$ cat src/common/chgst_map.svh
// Register indices, bus geometry and reset values of the charger status bank.
// Assumes each register index is one 32-bit APB word: byte address is index times four.
// Function
// - Status word one holds temp reduce, restart, foldback, timeout flags and state code.
// - Restart flag reads one during charger restart, gated by charger enable.
// - Thermal foldback flag needs line voltage present and charger enabled.
// - Timeout flag reads one once the first constant-current timer has expired.
// - State codes 0x0 to 0x7 report off through maintain charge done.
// - Codes 0x8 and 0x9 report timer faults, 0xF reports temperature suspend.
// - Status word two bit seven reads one while input current sits at limit.
// - Bits six to one carry the live input limit code; bit zero unused.
// - Status word three bit seven reads one when system rail sits at minimum.
// - Bit six reads zero while the charger is in reverse protection.
// - Bit five shows battery regulation; bit four step charge, gated by enable.
// - Bits three and two show charger and regulator dropout, each gated.
// - Bit one reads one while line input voltage is above detection.
// - Bit zero reads zero while the system regulator is in reverse protection.
`ifndef CHGST_MAP_SVH
`define CHGST_MAP_SVH

`define CHGST_ADDR_W 8
`define CHGST_IDX_W 6

`define CHGST_IDX_STATE 6'h02
`define CHGST_IDX_LIMIT 6'h03
`define CHGST_IDX_PATH 6'h04
`define CHGST_IDX_EVT_STS 6'h08
`define CHGST_IDX_EVT_EN 6'h09
`define CHGST_IDX_EVT_CLR 6'h0a

`define CHGST_RST_STATE 8'h00
`define CHGST_RST_LIMIT 8'h00
`define CHGST_RST_PATH 8'h00
`define CHGST_RST_EVT 8'h00
`define CHGST_RST_EN 8'h00

`endif

$ cat src/common/chgst_pkg.sv
// Types of the charger status bank: state codes, condition bundle, register layouts.
// Assumes chgst_map.svh is on the include path.
`include "chgst_map.svh"
package chgst_pkg;

	typedef enum logic [3:0] {
		chgst_off = 4'h0,
		chgst_idle = 4'h1,
		chgst_prechg = 4'h2,
		chgst_cc_first = 4'h3,
		chgst_cc_second = 4'h4,
		chgst_cv = 4'h5,
		chgst_maint = 4'h6,
		chgst_maint_done = 4'h7,
		chgst_flt_prechg_tmr = 4'h8,
		chgst_flt_charge_tmr = 4'h9,
		chgst_temp_suspend = 4'hf
	} chgst_code_t;

	typedef struct packed {
		logic temp_standard_reduce;
		logic restart;
		logic thermal_foldback;
		logic input_limit_active;
		logic sys_reference;
		logic charger_reverse;
		logic battery_regulation;
		logic step_charge;
		logic charger_dropout;
		logic regulator_dropout;
		logic line_voltage_present;
		logic regulator_reverse;
	} chgst_cond_t;

	typedef struct packed {
		logic temp_standard_reduce_flag;
		logic charger_restart_flag;
		logic thermal_foldback_flag;
		logic first_cc_timeout_flag;
		logic [3:0] charger_state_code;
	} chgst_state_t;

	typedef struct packed {
		logic input_limit_active_flag;
		logic [5:0] live_input_limit_code;
		logic unused;
	} chgst_limit_t;

	typedef struct packed {
		logic sys_reference_flag;
		logic charger_reverse_flag;
		logic battery_regulation_flag;
		logic step_charge_flag;
		logic charger_dropout_flag;
		logic regulator_dropout_flag;
		logic line_voltage_present_flag;
		logic regulator_reverse_flag;
	} chgst_path_t;

	typedef struct packed {
		logic state_change;
		logic fault_entry;
		logic cc_timeout;
		logic line_change;
		logic thermal_entry;
		logic restart_entry;
		logic limit_entry;
		logic reverse_entry;
	} chgst_evt_t;

endpackage : chgst_pkg

$ cat src/verilog/chgst_sync.sv
// Two-flop synchroniser for a bundle of asynchronous level inputs.
// Assumes each bit is an independent level; bits may resolve in different cycles.
`timescale 1ns/1ps
`default_nettype none

module chgst_sync #(
	parameter int W = 1
)
(
	input wire logic clk,
	input wire logic rst_n,
	input wire logic [W-1:0] d,
	output logic [W-1:0] q
);
	logic [W-1:0] meta_r;
	logic [W-1:0] sync_r;

	// The first stage is read by the second stage only.
	always_ff @(posedge clk or negedge rst_n)
	begin
		if (!rst_n)
		begin
			meta_r <= '0;
			sync_r <= '0;
		end
		else
		begin
			meta_r <= d;
			sync_r <= meta_r;
		end
	end

	assign q = sync_r;

endmodule : chgst_sync
`default_nettype wire

$ cat src/verilog/chgst_regs.sv
// Charger status bank: three read-only status words and an event interrupt block on APB.
// Assumes analog condition flags are asynchronous to pclk, while the state code,
// live limit code, timeout flag and the two enables come from pclk logic.
`timescale 1ns/1ps
`default_nettype none
`include "chgst_map.svh"

module chgst_regs
(
	input wire logic pclk,
	input wire logic presetn,
	input wire logic psel,
	input wire logic penable,
	input wire logic pwrite,
	input wire logic [`CHGST_ADDR_W-1:0] paddr,
	input wire logic [31:0] pwdata,
	output logic pready,
	output logic [31:0] prdata,
	output logic pslverr,
	output logic irq,
	input wire logic charger_enable_setting,
	input wire logic regulator_active,
	input wire logic [3:0] charger_state_code,
	input wire logic [5:0] live_input_limit_code,
	input wire logic first_cc_timeout_flag,
	input wire chgst_pkg::chgst_cond_t cond_async
);

	chgst_pkg::chgst_cond_t cond_sync;

	chgst_pkg::chgst_state_t state_r;
	chgst_pkg::chgst_state_t state_nxt;
	chgst_pkg::chgst_limit_t limit_r;
	chgst_pkg::chgst_limit_t limit_nxt;
	chgst_pkg::chgst_path_t path_r;
	chgst_pkg::chgst_path_t path_nxt;

	chgst_pkg::chgst_evt_t evt;
	chgst_pkg::chgst_evt_t evt_sts_r;
	chgst_pkg::chgst_evt_t evt_sts_nxt;
	chgst_pkg::chgst_evt_t evt_en_r;
	chgst_pkg::chgst_evt_t evt_en_nxt;
	chgst_pkg::chgst_evt_t evt_clr;
	logic irq_r;
	logic irq_nxt;

	logic [`CHGST_IDX_W-1:0] idx;
	logic setup;
	logic wr_access;
	logic hit;
	logic [31:0] rd_word;
	logic [31:0] prdata_r;
	logic [31:0] prdata_nxt;
	logic pslverr_r;
	logic pslverr_nxt;
	logic rd_setup;
	logic wr_en_hit;
	logic wr_clr_hit;

	logic code_is_fault;
	logic code_was_fault;

	// Comparator outputs settle on their own time, so every one is synchronised.
	// A flag that moves just before a read may show either level; a second read settles it.
	chgst_sync #(
		.W($bits(chgst_pkg::chgst_cond_t))
	)
	u_cond_sync
	(
		.clk(pclk),
		.rst_n(presetn),
		.d(cond_async),
		.q(cond_sync)
	);

	// Status word one: qualified charger flags and the raw state code.
	always_comb
	begin
		state_nxt = state_r;
		state_nxt.temp_standard_reduce_flag = cond_sync.temp_standard_reduce;
		// A restart flag with the charger off is stale, so it is masked.
		state_nxt.charger_restart_flag = cond_sync.restart
			& charger_enable_setting;
		state_nxt.thermal_foldback_flag = cond_sync.thermal_foldback
			& cond_sync.line_voltage_present
			& charger_enable_setting;
		state_nxt.first_cc_timeout_flag = first_cc_timeout_flag;
		// Reserved codes pass through unchanged so a fault upstream stays visible.
		state_nxt.charger_state_code = charger_state_code;
	end

	// Status word two: input limit state and live limit code.
	always_comb
	begin
		limit_nxt = limit_r;
		limit_nxt.input_limit_active_flag = cond_sync.input_limit_active;
		limit_nxt.live_input_limit_code = live_input_limit_code;
		limit_nxt.unused = 1'b0;
	end

	// Status word three: power path flags, some gated by the path that owns them.
	always_comb
	begin
		path_nxt = path_r;
		path_nxt.sys_reference_flag = cond_sync.sys_reference;
		path_nxt.charger_reverse_flag = cond_sync.charger_reverse;
		path_nxt.battery_regulation_flag = cond_sync.battery_regulation;
		path_nxt.step_charge_flag = cond_sync.step_charge
			& charger_enable_setting;
		// Gates use the synchronised line flag, so a gate and the flag it gates move together.
		path_nxt.charger_dropout_flag = cond_sync.charger_dropout
			& cond_sync.line_voltage_present
			& charger_enable_setting;
		path_nxt.regulator_dropout_flag = cond_sync.regulator_dropout
			& cond_sync.line_voltage_present
			& regulator_active;
		path_nxt.line_voltage_present_flag = cond_sync.line_voltage_present;
		path_nxt.regulator_reverse_flag = cond_sync.regulator_reverse;
	end

	// The status words have no write path at all, so bus writes cannot touch them.
	// Every field resets to zero and then follows its source from the first edge.
	always_ff @(posedge pclk or negedge presetn)
	begin
		if (!presetn)
		begin
			state_r <= `CHGST_RST_STATE;
			limit_r <= `CHGST_RST_LIMIT;
			path_r <= `CHGST_RST_PATH;
		end
		else
		begin
			state_r <= state_nxt;
			limit_r <= limit_nxt;
			path_r <= path_nxt;
		end
	end

	// Events compare the next status value with the one on display.
	always_comb
	begin
		code_is_fault = 1'b0;
		code_was_fault = 1'b0;
		unique case (state_nxt.charger_state_code)
			chgst_pkg::chgst_flt_prechg_tmr,
			chgst_pkg::chgst_flt_charge_tmr,
			chgst_pkg::chgst_temp_suspend:
			begin
				code_is_fault = 1'b1;
			end
			default:
			begin
				code_is_fault = 1'b0;
			end
		endcase
		unique case (state_r.charger_state_code)
			chgst_pkg::chgst_flt_prechg_tmr,
			chgst_pkg::chgst_flt_charge_tmr,
			chgst_pkg::chgst_temp_suspend:
			begin
				code_was_fault = 1'b1;
			end
			default:
			begin
				code_was_fault = 1'b0;
			end
		endcase
	end

	always_comb
	begin
		evt = '0;
		// After reset the synchronisers start at zero, so a line already present at
		// power-up reports one line change about three edges after release.
		// Entering a fault code sets both the state change and the fault bit.
		evt.state_change = state_nxt.charger_state_code
			!= state_r.charger_state_code;
		evt.fault_entry = code_is_fault & ~code_was_fault;
		evt.cc_timeout = state_nxt.first_cc_timeout_flag
			& ~state_r.first_cc_timeout_flag;
		evt.line_change = path_nxt.line_voltage_present_flag
			!= path_r.line_voltage_present_flag;
		evt.thermal_entry = state_nxt.thermal_foldback_flag
			& ~state_r.thermal_foldback_flag;
		evt.restart_entry = state_nxt.charger_restart_flag
			& ~state_r.charger_restart_flag;
		evt.limit_entry = limit_nxt.input_limit_active_flag
			& ~limit_r.input_limit_active_flag;
		// Reverse protection is the active-low reading of either reverse flag.
		evt.reverse_entry = (~path_nxt.charger_reverse_flag
			& path_r.charger_reverse_flag)
			| (~path_nxt.regulator_reverse_flag
			& path_r.regulator_reverse_flag);
	end

	// Bus phase decode; one word per register, low address bits ignored.
	// Only the two interrupt control words have write strobes: a write to a
	// status word decodes to nothing, which is what keeps those words read-only.
	always_comb
	begin
		idx = paddr[`CHGST_ADDR_W-1:2];
		setup = psel & ~penable;
		rd_setup = setup & ~pwrite;
		wr_access = psel & penable & pwrite;
		wr_en_hit = wr_access & (idx == `CHGST_IDX_EVT_EN);
		wr_clr_hit = wr_access & (idx == `CHGST_IDX_EVT_CLR);
	end

	// Interrupt block: sticky status, enable mask, write-one-to-clear.
	// The interrupt line is registered from the next status and next enable, so it
	// moves on the same edge as the bit that causes it.
	always_comb
	begin
		evt_clr = '0;
		evt_en_nxt = evt_en_r;
		evt_sts_nxt = evt_sts_r;
		if (wr_clr_hit)
		begin
			evt_clr = chgst_pkg::chgst_evt_t'(pwdata[7:0]);
		end
		if (wr_en_hit)
		begin
			evt_en_nxt = chgst_pkg::chgst_evt_t'(pwdata[7:0]);
		end
		// Each bit is cleared first and set last, so an event that lands in the
		// clearing cycle is kept: the set wins.
		for (int i = 0; i < $bits(chgst_pkg::chgst_evt_t); i++)
		begin
			if (evt_clr[i])
			begin
				evt_sts_nxt[i] = 1'b0;
			end
			if (evt[i])
			begin
				evt_sts_nxt[i] = 1'b1;
			end
		end
		irq_nxt = |(evt_sts_nxt & evt_en_nxt);
	end

	always_ff @(posedge pclk or negedge presetn)
	begin
		if (!presetn)
		begin
			evt_sts_r <= `CHGST_RST_EVT;
			evt_en_r <= `CHGST_RST_EN;
			irq_r <= 1'b0;
		end
		else
		begin
			evt_sts_r <= evt_sts_nxt;
			evt_en_r <= evt_en_nxt;
			irq_r <= irq_nxt;
		end
	end

	// Read mux; the clear register is write-only and reads as zero.
	always_comb
	begin
		rd_word = 32'h0000_0000;
		hit = 1'b1;
		case (idx)
			`CHGST_IDX_STATE:
			begin
				rd_word = {24'h00_0000, state_r};
			end
			`CHGST_IDX_LIMIT:
			begin
				rd_word = {24'h00_0000, limit_r};
			end
			`CHGST_IDX_PATH:
			begin
				rd_word = {24'h00_0000, path_r};
			end
			`CHGST_IDX_EVT_STS:
			begin
				rd_word = {24'h00_0000, evt_sts_r};
			end
			`CHGST_IDX_EVT_EN:
			begin
				rd_word = {24'h00_0000, evt_en_r};
			end
			`CHGST_IDX_EVT_CLR:
			begin
				rd_word = 32'h0000_0000;
			end
			default:
			begin
				hit = 1'b0;
			end
		endcase
	end

	// Read data and error are loaded in the setup cycle so that the single
	// access cycle can complete with no wait state.
	always_comb
	begin
		prdata_nxt = prdata_r;
		pslverr_nxt = pslverr_r;
		if (setup)
		begin
			pslverr_nxt = ~hit;
			// An unmapped read leaves the last read data in place.
			if (rd_setup && hit)
			begin
				prdata_nxt = rd_word;
			end
		end
		// The error is dropped at the edge that ends the access, so an idle bus
		// never shows a stale error from the transfer before.
		else if (!psel || penable)
		begin
			pslverr_nxt = 1'b0;
		end
	end

	always_ff @(posedge pclk or negedge presetn)
	begin
		if (!presetn)
		begin
			prdata_r <= 32'h0000_0000;
			pslverr_r <= 1'b0;
		end
		else
		begin
			prdata_r <= prdata_nxt;
			pslverr_r <= pslverr_nxt;
		end
	end

	// Writes to the status words are accepted without error and have no effect.
	// The bank never stalls: read data is prepared in the setup cycle instead.
	assign pready = 1'b1;
	assign prdata = prdata_r;
	assign pslverr = pslverr_r;
	assign irq = irq_r;

endmodule : chgst_regs
`default_nettype wire

$ cat config.mk
export PLATFORM = sky130hd
export DESIGN_NAME = chgst_regs
export DESIGN_NICKNAME = d
export VERILOG_FILES = /design/src/common/chgst_pkg.sv /design/src/verilog/chgst_sync.sv /design/src/verilog/chgst_regs.sv
export VERILOG_INCLUDE_DIRS = /design/src /design/src/common
export SDC_FILE = /design/constraint.sdc
export NUM_CORES = 1
export LEC_CHECK = 0
export CAP_MARGIN = 20
export CELL_PAD_IN_SITES_DETAIL_PLACEMENT = 1
export CELL_PAD_IN_SITES_GLOBAL_PLACEMENT = 2
export CORE_MARGIN = 2
export CORE_UTILIZATION = 35
export CTS_CLUSTER_DIAMETER = 200
export CTS_CLUSTER_SIZE = 16
export DETAILED_ROUTE_END_ITERATION = 16
export DONT_BUFFER_PORTS = 1
export PLACE_DENSITY = 0.79
export SETUP_SLACK_MARGIN = 0.05
export SKIP_CTS_REPAIR_TIMING = 1
export SKIP_LAST_GASP = 1
export SYNTH_ARGS = -nofsm -noshare
export SYNTH_HDL_FRONTEND = slang
export SYNTH_SLANG_ARGS = --single-unit
$ cat constraint.sdc
create_clock -name pclk -period 2.3 [get_ports pclk]
set_clock_uncertainty 0.05 [all_clocks]
set_input_delay 0.46 -clock pclk [delete_from_list [all_inputs] [get_ports pclk]]
set_output_delay 0.46 -clock pclk [all_outputs]
set_load 0.01 [all_outputs]
==> results of run 1 <==
## through the flow
step / util / hold WS (ns) / total power [mW] / setup TNS, ns / setup WS, ns
2_1_floorplan: - / 0.1144 / 1.509 / -0.03621 / -0.03621
3_5_place_dp: 0.3744 / 0.1158 / 1.503 / -0.1973 / -0.1973
4_1_cts: 0.3996 / -0.2739 / 2.546 / 0 / 0.1923
3_3_place_gp: 0.3744 / 0.1158 / 1.499 / -0.2298 / -0.2298
5_1_grt: 0.4042 / 0.04288 / 2.667 / 0 / 0.06581
6_report: 0.4042 / 0.07740 / 2.544 / 0 / 0.1765
## how the worst max path moves through the flow
stage	cells after the start	slack (ns)	end
2_1_floorplan	7	-0.04	irq
3_3_place_gp	6	-0.23	irq
3_5_place_dp	6	-0.20	irq
4_1_cts	6	0.19	irq
5_1_grt	6	0.07	irq
6_report	6	0.18	irq
## kinds of logic (layout without fill, tap and decap cells)
family | after synthesis | after routing | synth area share
flops | 73 | 73 | 0.6229
compound gates | 48 | 48 | 0.1391
simple gates | 45 | 45 | 0.08917
mux | 12 | 12 | 0.04266
xor+xnor | 5 | 5 | 0.01493
buf+inv | 42 | 44 | 0.08873
other cells | 2 | 25 | 0.002561
## flip-flops by register name, summed over array words and instances, names as in the netlist
name / count
evt_en_r: 8
path_r: 8
state_r: 8
u_cond_sync.q: 12
u_cond_sync.meta_r: 12
pslverr: 1
limit_r: 7
evt_sts_r: 8
irq: 1
prdata: 8
## critical path: stages
cell	delay [ns]
or4b_1	0.51
buf_4	0.20
o41a_1	0.40
a31o_2	0.26
a2111oi_2	0.31
o2111ai_1	0.16
## layout make-up
cell class	count	area (um^2)	share of cell area
multi-input combinational	135	952.2	0.2881
timing repair buffer	16	142.6	0.04317
inverter	12	45.04	0.01363
clock inverter	7	82.58	0.02499
clock buffer	9	123.9	0.03749
tap	105	131.4	0.03976
sequential	73	1827	0.5528
## synth_stat cells, types with 2 or more instances
library cell	instances
dfrtp_1	73
buf_4	25
inv_1	12
nand2_1	10
a221o_1	9
a22o_1	8
mux2i_1	8
o2bb2ai_1	8
and3_1	5
nand2b_1	5
nand4_1	5
nor2_1	5
xor2_1	5
a22oi_1	4
mux2_2	4
o41ai_1	4
clkbuf_1	3
nand3_1	3
o21ai_0	3
o31ai_1	3
conb_1	2
nor2b_1	2
nor3_2	2
nor4_1	2
or4b_2	2
## per-layer routing
layer  part of all wire  up-vias  global-route usage
li1                   -      815                   -
met3              0.069       13             0.04664
met1               0.42      898              0.1873
met4              0.019        0             0.05952
met2               0.49       70              0.2325
met5                  0        -                   0
## power by group through the flow
| stage | Sequential (mW) | Clock, mW | Combinational, mW |
|---|---|---|---|
| 5_1_grt | 1.38 | 1.13 | 0.156 |
| 6_report | 1.37 | 1.04 | 0.138 |
| 3_3_place_gp | 1.39 | 0 | 0.105 |
| 4_1_cts | 1.37 | 1.07 | 0.106 |
| 2_1_floorplan | 1.39 | 0 | 0.122 |
| 3_5_place_dp | 1.40 | 0 | 0.106 |
==> impl_metrics.yaml, run 1 <==
outcome:
  status: "completed"
cts:
  htreeDepth: 3
  clk_latency_ns: 0.35
  cts-root-buf: "clkbuf_8"
  cts_tree: "yes"
  path_clk_slew_ns: 0.08
  cts_buffer_depth: 2
  cts_buffers: 9
  clkSinkCount: 73
global_route:
  grt_antenna_before_repair: 0
  grt_pass1_wl_um: 9722
  grt.overflow.total: 0
  grt_max_degree: 74
  grt_pass1_vias: 1855
  track_usage: 0.1471
sta:
  fmax_mhz: 470.9
  finalMaxSlewViolations: 0
  finalSetupViolCount: 0
  grt_setup_unrepaired: "no"
  finalCritPeriodShare: 0.9233
  period_minus_slack_ns: 2.124
  hold_viol: 0
critical_path:
  critical_path.startpoint_type: "input pin"
  rr_endpoint: "irq"
  cp-startpoint: "paddr[7]"
  reg2reg_slack_ns: 0.47
  crit_type: "in -> reg"
  cp_max_fo: 11
  crit_required_ns: 2.47
  worst-r2r-cell-count: 6
  cp-end-kind: "flip-flop"
  timing.rr.start: "state_r[2]"
  cp_data_arrival_time_ns: 2.30
hold_path:
  hold_start: "live_input_limit_code[5]"
  whs_endpoint: "limit_r[6]"
  worstHoldPathCells: 0
  worstHoldPathType: "in -> reg"
pwr:
  p_int_mw: 1.909
  power.switching_mw: 0.6344
  power_density_mw_per_mm2: 769.8
  sequentialPowerShare: 0.539
  p_comb_frac: 0.054
  switching_share: 0.2494
  leakage_nw: 1.534
  irDropWorstVdd_mv: 0.4089
  power_frac_clock: 0.407
drt:
  routed_wl_um: 6345
  drc: 0
  wl_per_cell_um: 17.77
  ant_nets: 0
  dr.pass1.iters: 4
  drt-initial-drc-count: 42
  vias: 1796
  avgViaCountPerCell: 5.031
logic_synthesis:
  synth_top_flop_cell: "dfrtp_1"
  yosys_warnings: 0
  post-synth-top-area-cell: "dfrtp_1"
  syn_area_per_cell_um2: 12.92
  synth_seq_cells: 73
  synth_top_area_share: 0.6229
  syn_inst: 227
  syn-cell-area_mm2: 0.002933
  synth-async-reset-ratio: 1.000
  seq_area_frac_synth: 0.6229
  synth_area_leaders: "dfrtp_1 62%, buf_4 6.4%, a221o_1 3.1%"
  synth_edf_count: 0
  yosysUniqueCellTypes: 40
final_layout:
  fin_nets: 317
  final_cells: 357
  antenna_cells: 0
  syn2layout_area_growth_pct: 12.67
  post-route-cell-area_mm2: 0.003304
  fillerInstances: 863
  mostFrequentLayoutCell: "dfrtp_1"
  final_cell_mix: "73 x dfrtp_1, 25 x conb_1, 14 x buf_4"
  final_layout_size_suffix_gt1_frac: 0.1706
flow_run:
  drv_cap: 0
placed_design:
  port_buffers: 0
  place_congestion: 0.8110
  dp_cells: 339
  placed_area_mm2: 0.003060
  dp_hpwl_um: 4524
floorplanning:
  die-width_um: 95.54
  fp.coreArea_mm2: 0.008175
  start_util: 0.3587
  rows: 33
  io_pins: 105
  die-area_mm2: 0.009128
  die_h_um: 95.54
Power figures use the tool's default switching activity.
==> run 2, diff against run 1 <==
- CORE_ASPECT_RATIO: not set -> 0.5
- GPL_ROUTABILITY_DRIVEN: not set -> 0
==> run 2 against run 1 <==
Combinational power is 3% higher. Design area up 4.6%. Clock-buffer cell count stayed put. Register-to-register slack lost 0.18 ns. Routed wire length grew 12%. Sequential cell count unchanged. Sequential power hardly changed. First-iteration DRC count increased to 2.6 times the previous value. Largest cell class unchanged. Highest routed layer unchanged.
==> impl_metrics.yaml, run 2 (synthesized netlist as in run 1, its figures left out) <==
sta:
  finalSetupViolCount: 0
  finalMaxSlewViolations: 0
  worst_pin_slew_ns: 0.5297
  grt_setup_unrepaired: "no"
  relSlewSlack: 0.6423
  setup_ws_ns: 0.1491
  finalCritPeriodShare: 0.9352
  holdWs_ns: 0.1043
  hold_viol: 0
  fmax_mhz: 464.9
  period_minus_slack_ns: 2.151
cts:
  cts_tree: "yes"
  path_clk_slew_ns: 0.06
  cts-root-buf: "clkbuf_16"
  cts_buffers: 9
  cts_buffer_depth: 2
  htreeDepth: 3
  clkSinkCount: 73
  clk_latency_ns: 0.33
floorplanning:
  rows: 23
  fp.coreArea_mm2: 0.008058
  die_h_um: 68.73
  start_util: 0.3640
  die-area_mm2: 0.009172
  io_pins: 105
  die-width_um: 133.5
drt:
  avgViaCountPerCell: 5.121
  vias: 1869
  wl_per_cell_um: 19.42
  dr.pass1.iters: 4
  routed_wl_um: 7088
  ant_nets: 0
  drt-initial-drc-count: 110
  drc: 0
final_layout:
  mostFrequentLayoutCell: "dfrtp_1"
  final_cells: 365
  fillerInstances: 865
  final_cell_mix: "73 x dfrtp_1, 25 x conb_1, 15 x buf_4"
  final_util: 0.4290
  fin_nets: 318
  final-seq-area_mm2: 0.001827
  syn2layout_area_growth_pct: 17.88
  multi_input_area_um2: 968.4
  antenna_cells: 0
  final_layout_size_suffix_gt1_frac: 0.1858
critical_path:
  crit_path_end: "irq"
  worst-r2r-cell-count: 5
  rr_endpoint: "irq"
  reg2reg_slack_ns: 0.29
  cp-end-kind: "flip-flop"
  critical_path.startpoint_type: "input pin"
  cp_data_arrival_time_ns: 2.28
  crit_required_ns: 2.43
  timing.rr.start: "state_r[2]"
  crit_type: "in -> reg"
  cp_max_fo: 6
  cp-startpoint: "paddr[7]"
global_route:
  grt_max_degree: 74
  use_met2: 0.2693
  grt.overflow.total: 0
  grt_pass1_vias: 2045
  grt_pass1_wl_um: 10810
  top_usage_layer: "met2"
  grt_antenna_before_repair: 0
  grt_use_met3: 0.06944
  track_usage: 0.1618
  grtUsageMet1: 0.1879
pwr:
  leakage_nw: 1.606
  p_int_mw: 2.356
  power_frac_clock: 0.499
  p_comb_frac: 0.047
  power_density_mw_per_mm2: 876.5
  irDropWorstVdd_mv: 0.4145
  switching_share: 0.2227
  power.switching_mw: 0.6747
  sequentialPowerShare: 0.454
placed_design:
  dp_cells: 347
  dp_slack_ns: -0.3343
  port_buffers: 0
  dp_hpwl_um: 5050
hold_path:
  worstHoldPathType: "in -> reg"
flow_run:
  drv_cap: 0
outcome:
  status: "completed"
==> run 2: cell count changes in the layout (fill, tap and decap cells not counted) <==
cell	change
o31ai_2	+1
o31ai_1	-1
o41ai_1	-1
buf_4	+1
or4b_4	+1
clkinv_2	+1
clkbuf_16	+9
bufinv_16	+1
clkbuf_8	-9
or4b_1	-1
clkinvlp_4	-1
o41ai_2	+1
inv_6	-1
==> run 2: per-stage QoR <==
step	total power [mW]	area (um^2)	TNS, ns
floorplan	1.509	3039	-0.03621
global placement	1.498	3077	-0.3264
detailed placement	1.506	3077	-0.3343
CTS	3.034	3403	0
global route	3.157	3457	0
finish	3.030	3457	0
==> run 2: cell type report <==
cell class              count  area share
clock buffers               9     0.06515
clock inverters             7     0.02932
inverters                  12     0.01303
multi-input cells         135      0.2801
flip-flops and latches     73      0.5284
well taps                 112     0.04054
repair buffers             17     0.04343
==> run 2: worst min-delay path by stage <==
stage / startpoint / end / depth (start not counted)
after CTS: presetn / limit_r[3] / 0
after detailed placement: presetn / u_cond_sync.meta_r[10] / 0
final: cond_async[10] / u_cond_sync.meta_r[10] / 0
after global routing: cond_async[10] / u_cond_sync.meta_r[10] / 0
after global placement: presetn / u_cond_sync.meta_r[4] / 0
after floorplan: presetn / evt_en_r[0] / 0
==> run 2: power by group through the flow <==
stage / logic [mW] / clock network, mW / registers [mW]
after global placement: 0.103 / 0 / 1.39
after global routing: 0.158 / 1.62 / 1.38
final: 0.142 / 1.51 / 1.38
after CTS: 0.108 / 1.55 / 1.38
after detailed placement: 0.107 / 0 / 1.40
after floorplan: 0.122 / 0 / 1.39
==> run 2: critical path, stage by stage <==
cell and delay (ns):
or4b_4 0.57, buf_4 0.18, o41ai_2 0.34, a22oi_1 0.17, a2111oi_2 0.39, o2111ai_1 0.18
==> run 2: layer usage <==
| layer | vias to the layer above | part of all wire |
|---|---|---|
| li1 | 823 | - |
| met4 | 0 | 0.019 |
| met3 | 11 | 0.089 |
| met2 | 77 | 0.47 |
| met1 | 958 | 0.42 |
| met5 | - | 0 |
